<file path="config.mk">
export PLATFORM = sky130hd
export DESIGN_NAME = psrw_top
export DESIGN_NICKNAME = d
export VERILOG_FILES = /design/src/psrw_pkg.sv /design/src/psrw_sync.sv /design/src/psrw_top.sv
export SDC_FILE = /design/constraint.sdc
export NUM_CORES = 1
export LEC_CHECK = 0
export BUFFER_PORTS_ARGS = -buffer_cell sky130_fd_sc_hd__buf_4
export CAP_MARGIN = 20
export CORE_ASPECT_RATIO = 0.5
export CORE_MARGIN = 4
export CORE_UTILIZATION = 30
export CTS_BUF_LIST = sky130_fd_sc_hd__clkbuf_4 sky130_fd_sc_hd__clkbuf_8
export DETAILED_ROUTE_END_ITERATION = 10
export PLACE_DENSITY = 0.47
export SYNTH_ARGS = -nofsm -noshare
export SYNTH_HDL_FRONTEND = slang
export SYNTH_SLANG_ARGS = --single-unit
</file>
<file path="constraint.sdc">
create_clock -name clk_sys -period 2.6 [get_ports clk_sys]
set_clock_uncertainty 0.2 [all_clocks]
set_input_delay 0.13 -clock clk_sys [delete_from_list [all_inputs] [get_ports clk_sys]]
set_output_delay 0.13 -clock clk_sys [all_outputs]
set_load 0.05 [all_outputs]
</file>
<file path="src/psrw_pkg.sv">
// Shared constants for the processor supervisor, reset and watchdog block
package psrw_pkg;

   // ***************************************************************
   // Clock and documented times
   // ***************************************************************
   localparam int PSRW_CLK_HZ         = 125_000_000;
   localparam int PSRW_HZ_PER_KHZ     = 1000;
   localparam int PSRW_STRETCH_MS     = 200;   // Reset stretch, 200 ms
   localparam int PSRW_WDOG_MS        = 1600;  // Watchdog timeout, 1.6 s
   // Cycle counts derived from the rate
   localparam int PSRW_STRETCH_CYC    =
      (PSRW_CLK_HZ / PSRW_HZ_PER_KHZ) * PSRW_STRETCH_MS;
   localparam int PSRW_WDOG_CYC       =
      (PSRW_CLK_HZ / PSRW_HZ_PER_KHZ) * PSRW_WDOG_MS;
   localparam int PSRW_CNT_W          = 28;    // Holds 1.6 s of cycles

   // ***************************************************************
   // Synchroniser reset levels (safe side: supply assumed low)
   // ***************************************************************
   localparam logic PSRW_RST_SUPPLY_LOW = 1'b1;
   localparam logic PSRW_RST_MR_N       = 1'b1;
   localparam logic PSRW_RST_STROBE     = 1'b0;
   localparam logic PSRW_RST_FLOAT      = 1'b1;
   localparam logic PSRW_RST_PF_LOW     = 1'b0;

   // ***************************************************************
   // Supervisor reset sequencing
   // ***************************************************************
   typedef enum logic [1:0] {
      PSRW_HOLD    = 2'b00,   // A cause is present
      PSRW_STRETCH = 2'b01,   // Cause gone, timing the stretch
      PSRW_RUN     = 2'b10    // Reset released
   } psrw_state_t;

endpackage : psrw_pkg

</file>
<file path="src/psrw_sync.sv">
// Three-stage synchroniser; a change counts once stages two and three agree
module psrw_sync
   import psrw_pkg::*;
#(
   parameter logic RESET_VAL = 1'b0
) (
   // Clock and reset
   input  wire logic clk_sys,
   input  wire logic rst_n,
   // Asynchronous level in, filtered level out
   input  wire logic async_in,
   output      logic level_out
);

   logic s1_reg;
   logic s2_reg;
   logic s3_reg;

   // Stage one feeds only stage two
   always_ff @(posedge clk_sys or negedge rst_n) begin
      if (!rst_n) begin
         s1_reg <= RESET_VAL;
         s2_reg <= RESET_VAL;
         s3_reg <= RESET_VAL;
      end else begin
         s1_reg <= async_in;
         s2_reg <= s1_reg;
         s3_reg <= s2_reg;
      end
   end

   // Hold the level until the last two stages agree
   always_ff @(posedge clk_sys or negedge rst_n) begin
      if (!rst_n) begin
         level_out <= RESET_VAL;
      end else if (s2_reg == s3_reg) begin
         level_out <= s3_reg;
      end
   end

endmodule : psrw_sync

</file>
<file path="src/psrw_top.sv">
// Processor supervisor: reset generator, watchdog and power-fail flag
module psrw_top
   import psrw_pkg::*;
#(
   parameter int STRETCH_CYCLES = PSRW_STRETCH_CYC,
   parameter int WDOG_CYCLES    = PSRW_WDOG_CYC,
   parameter int CNT_W          = PSRW_CNT_W
) (
   // Clock and reset
   input  wire logic clk_sys,
   input  wire logic rst_n,
   // Comparator and pin inputs, all asynchronous
   input  wire logic supply_low_in,
   input  wire logic manual_reset_in_n,
   input  wire logic watchdog_strobe_in,
   input  wire logic watchdog_strobe_float_in,
   input  wire logic powerfail_sense_low_in,
   // Supervisor outputs
   output      logic reset_out_n,
   output      logic reset_out,
   output      logic watchdog_timeout_out_n,
   output      logic powerfail_flag_out_n
);

   // ***************************************************************
   // Input synchronisation
   // ***************************************************************
   logic supply_low_s;
   logic mr_n_s;
   logic strobe_s;
   logic float_s;
   logic pf_low_s;

   // Every level from outside the clock domain is filtered first
   psrw_sync #(.RESET_VAL(PSRW_RST_SUPPLY_LOW)) u_sync_supply (
      .clk_sys   (clk_sys),
      .rst_n     (rst_n),
      .async_in  (supply_low_in),
      .level_out (supply_low_s)
   );
   psrw_sync #(.RESET_VAL(PSRW_RST_MR_N)) u_sync_mr (
      .clk_sys   (clk_sys),
      .rst_n     (rst_n),
      .async_in  (manual_reset_in_n),
      .level_out (mr_n_s)
   );
   psrw_sync #(.RESET_VAL(PSRW_RST_STROBE)) u_sync_strobe (
      .clk_sys   (clk_sys),
      .rst_n     (rst_n),
      .async_in  (watchdog_strobe_in),
      .level_out (strobe_s)
   );
   psrw_sync #(.RESET_VAL(PSRW_RST_FLOAT)) u_sync_float (
      .clk_sys   (clk_sys),
      .rst_n     (rst_n),
      .async_in  (watchdog_strobe_float_in),
      .level_out (float_s)
   );
   psrw_sync #(.RESET_VAL(PSRW_RST_PF_LOW)) u_sync_pf (
      .clk_sys   (clk_sys),
      .rst_n     (rst_n),
      .async_in  (powerfail_sense_low_in),
      .level_out (pf_low_s)
   );

   // ***************************************************************
   // Reset generation
   // ***************************************************************
   localparam logic [CNT_W-1:0] STRETCH_LAST = CNT_W'(STRETCH_CYCLES - 1);
   localparam logic [CNT_W-1:0] WDOG_LAST    = CNT_W'(WDOG_CYCLES);

   psrw_state_t      state_reg;
   psrw_state_t      state_next;
   logic [CNT_W-1:0] stretch_cnt_reg;
   logic             reset_cause;
   logic             reset_active;

   assign reset_cause  = supply_low_s | ~mr_n_s;
   assign reset_active = (state_reg != PSRW_RUN);

   // Any cause returns to hold, so bounce restarts the full stretch
   always_comb begin
      state_next = state_reg;
      case (state_reg)
         PSRW_HOLD: begin
            if (!reset_cause) begin
               state_next = PSRW_STRETCH;
            end
         end
         PSRW_STRETCH: begin
            if (reset_cause) begin
               state_next = PSRW_HOLD;
            end else if (stretch_cnt_reg == STRETCH_LAST) begin
               state_next = PSRW_RUN;
            end
         end
         PSRW_RUN: begin
            if (reset_cause) begin
               state_next = PSRW_HOLD;
            end
         end
         default: begin
            state_next = PSRW_HOLD;
         end
      endcase
   end

   // Sequencer state
   always_ff @(posedge clk_sys or negedge rst_n) begin
      if (!rst_n) begin
         state_reg <= PSRW_HOLD;
      end else begin
         state_reg <= state_next;
      end
   end

   // Stretch timer runs only in the stretch state
   always_ff @(posedge clk_sys or negedge rst_n) begin
      if (!rst_n) begin
         stretch_cnt_reg <= '0;
      end else if (state_reg != PSRW_STRETCH || reset_cause) begin
         stretch_cnt_reg <= '0;
      end else begin
         stretch_cnt_reg <= stretch_cnt_reg + 1'b1;
      end
   end

   // Both polarities come from one next value so they never disagree
   always_ff @(posedge clk_sys or negedge rst_n) begin
      if (!rst_n) begin
         reset_out_n <= 1'b0;
         reset_out   <= 1'b1;
      end else begin
         reset_out_n <= (state_next == PSRW_RUN);
         reset_out   <= (state_next != PSRW_RUN);
      end
   end

   // ***************************************************************
   // Watchdog
   // ***************************************************************
   logic             strobe_prev_reg;
   logic [CNT_W-1:0] wdog_cnt_reg;
   logic             strobe_edge;
   logic             wdog_clear;
   logic             wdog_expired;

   assign strobe_edge  = (strobe_s != strobe_prev_reg);
   assign wdog_clear   = strobe_edge | reset_active | float_s;
   assign wdog_expired = (wdog_cnt_reg == WDOG_LAST);

   // Previous strobe level for edge detection
   always_ff @(posedge clk_sys or negedge rst_n) begin
      if (!rst_n) begin
         strobe_prev_reg <= PSRW_RST_STROBE;
      end else begin
         strobe_prev_reg <= strobe_s;
      end
   end

   // Counter saturates, which keeps the timeout latched
   always_ff @(posedge clk_sys or negedge rst_n) begin
      if (!rst_n) begin
         wdog_cnt_reg <= '0;
      end else if (wdog_clear) begin
         wdog_cnt_reg <= '0;
      end else if (!wdog_expired) begin
         wdog_cnt_reg <= wdog_cnt_reg + 1'b1;
      end
   end

   // Timeout output; it never feeds the reset sequencer
   always_ff @(posedge clk_sys or negedge rst_n) begin
      if (!rst_n) begin
         watchdog_timeout_out_n <= 1'b0;
      end else begin
         watchdog_timeout_out_n <= ~(supply_low_s |
                                     (wdog_expired & ~wdog_clear));
      end
   end

   // ***************************************************************
   // Power-fail flag
   // ***************************************************************
   // Plain follower of the synchronised comparator level
   always_ff @(posedge clk_sys or negedge rst_n) begin
      if (!rst_n) begin
         powerfail_flag_out_n <= 1'b1;
      end else begin
         powerfail_flag_out_n <= ~pf_low_s;
      end
   end
endmodule : psrw_top

</file>
==> metrics.md <==
| Metric | Value |
|---|---|
| N_diodes | 0 |
| FF+latch count, synth | 83 |
| DP Cell Count | 515 |
| Post-synth ARST share | 100% |
| Total gr overflow | 0 |
| Main synth FF type | dfrtp_1 |
| CP bufs+invs | 1 |
| PwrDens | around 570 nW/um2 |
| CTS Buffer Depth | 2 |
| Fin. Hold Viols | 0 |
| # fillers | roughly 1200 |
| Max-slew violations | 0 |
| Hold crit path type | register to register |
| Synth Area in Compound Gates | 1.62% |
| Worst VDD drop | between 0.0002 and 0.00025 V |
| TNS Setup | 0 ps |
| Yosys cell types | 35 |
| DRT Pass-1 Iters | 4 |
| Total of max-cap violations | 0 |
| Slew HR | between 30% and 40% |
| Fin crit share | around nine tenths |
| Finished Layout Cells | about 540 |
| Synthesized area | about 3700 um2 |
| Min Hold Slack | 156 ps |
| Startpoint types | register |
| CTS Root Cell | clkbuf_8 |
| Yosys warnings | 0 |
| Mapped Cells | around 340 |
| FF+latch area | ~2100 um2 |
| DRT Wirelength | 7.16 mm |
| Initial core utilization | slightly above 30% |
| WL per Instance | between 10 and 15 um |
| Htree depth | 3 |
| CP required | 2620 ps |
| Initial DRC count | 104 |
| Share of cells above drive strength 1 | between 10 and 15% |
| Total GRT Usage | about 11% |
| Die Wd | 165 um |
| Post-Synth Simple-Gate Area | ~26% |
| I/O pin cnt | 11 |
| Core ar. | 11900 um2 |
| Initial antenna violation count | 0 |
| First-pass GRT wire length | about 13 mm |
| Worst-Skew Late Latency | ~380 ps |
| Port Buffer Count | 10 |
| CP peak stage delay | 510 ps |
| Peak Freq | 436 MHz |
| Final nets | about 380 |
| # rows | 28 |
| Avg Cell Area, Syn | approximately 11 um2 |
| Crit path time final | between 2000 and 2500 ps |
| Most common cell after layout, fill and taps aside | dfrtp_1 |
| Critical Path End Type | register |
| Final Util | a little over a third |
| Gpl congestion | roughly 0.8 |
| Status | finished, final reports clean |
| Hpwl dp | between 4 and 5 mm |
| Critical-path top delay cell | or4_1 |
| Post-synthesis sequential area ratio | between 50 and 60% |
| Post-route ant nets | 0 |
| Full die area | roughly 14000 um2 |
| Crit path cell chain | inv_1, ha_1, nor4bb_1, nand3_1, or4_1, xnor2_1, nor2_1 |
| Via total after detailed routing | ~2500 |
| Vias in the first global route | about 2700 |
| Largest family of logic cells by synthesized area | simple AND/OR/NAND/NOR gates |
| Crit path max fanout | 4 |
| Multi-input logic area | around 1500 um2 |
| Leakage | 1.77 nW |
| Total power | 2.45 mW |
| Synth Area in XOR/XNOR | 11.8% |
| Mux contribution to synthesized area | 0% |
| CTS clk-pin slew, worst paths | about 90 ps |
| Largest net degree at the start of global routing | 80 |
| CTS Buf Count | 9 |
| DIE HEIGHT | 86.6 um |
| RSZ-0062 raised after global routing | no |
| CTS tree | built |
| Leading cell types in the layout, fill and taps excluded | 69 x dfrtp_1, 59 x nor2_1, 40 x xor2_1 |
| Register-to-register path setup slack | 300 ps |
| P&R area growth vs syn | 16.2% |
| Post-Syn Nets | 353 |
| CP arrival | roughly 2300 ps |
| CP top delay family | simple AND/OR/NAND/NOR gates |
| Critical path class | register to register |
| Adder-cell area share of the yosys netlist | 2.37% |
| Vias per cell | roughly 4.7 |
| Setup Viol. Count Final | 0 |
| Post-CTS Resized | 0 |
| Slew @ Worst Pin | roughly 1000 ps |
| CTS Sinks | 83 |
| Post-synth EDFFs | 0 |
| DRC violations left | 0 |
-- synth_stat cells (2+ instances only) --
master / n / area, um2
dfrtp_1: 69 / 1730
nor2_1: 59 / 221
xor2_1: 40 / 350
nand2_1: 23 / 86.3
nand3_1: 21 / 105
nand4_1: 18 / 113
dfstp_2: 14 / 368
and3_1: 11 / 68.8
xnor2_1: 10 / 87.6
inv_1: 8 / 30.0
a21oi_1: 6 / 30.0
nor3_1: 6 / 30.0
nor4_1: 6 / 37.5
clkbuf_1: 5 / 18.8
maj3_1: 5 / 50.1
or3_1: 5 / 31.3
nand4b_1: 4 / 35.0
ha_1: 3 / 37.5
nand2b_1: 3 / 18.8
nor4_4: 3 / 63.8
nor4b_1: 3 / 26.3
o21ai_0: 3 / 15.0
a21o_1: 2 / 15.0
and4_1: 2 / 17.5
buf_2: 2 / 10.0
nand3b_1: 2 / 15.0
or4_1: 2 / 15.0
-- kinds of logic after synthesis --
group / after synthesis
and+or+nand+nor: 175
DFF: 83
xor gates and xnor gates: 50
buffers and inverters: 16
AOI/OAI and AO/OA: 11
adders and majority gates: 8
-- power breakdown --
| group | total, mW | internal, mW | switching (mW) |
|---|---|---|---|
| registers | 1.34 | 1.33 | 0.0137 |
| clock network | 1.02 | 0.475 | 0.540 |
| logic | 0.0899 | 0.0345 | 0.0554 |
-- what timing repair did --
item                      in CTS  in global routing
hold endpoints to repair      74                 15
hold buffers                   6                  1
setup buffers                  0                  0
-- final cells by class --
type	count	area share, %
Timing Repair Buffer	23	4.89
Inverter	8	0.698
Clock inverter	7	2.15
Sequential cell	83	48.7
Clock buffer	9	2.88
Multi-Input combinational cell	244	35.9
Tap cell	165	4.80
-- worst paths after layout --
path | to | cells after the start | from
worst max-delay path | wdog_cnt_reg[0] | 7 | wdog_cnt_reg[1]
worst min-delay path | u_sync_strobe.s2_reg | 0 | u_sync_strobe.s1_reg
worst max register to register | wdog_cnt_reg[0] | 7 | wdog_cnt_reg[1]
worst min register to register | u_sync_strobe.s2_reg | 0 | u_sync_strobe.s1_reg
max in group asynchronous | u_sync_supply.s2_reg | 5 | rst_n
min in group asynchronous | stretch_cnt_reg[17] | 3 | rst_n
-- metal layers --
layer	global-route usage, %	share of wire (%)
met1	13.5	47
met2	18.5	49
met3	3.85	2.5
met4	4.15	1.8
met5	0	0
-- stage by stage --
stage          area (um2)  worst slack, ps
6_report             4300              305
5_1_grt              4300              162
4_1_cts              4270              288
3_5_place_dp         3990              316
3_3_place_gp         3990              435
2_1_floorplan        3700              573
(Power assumes the default switching activity.)
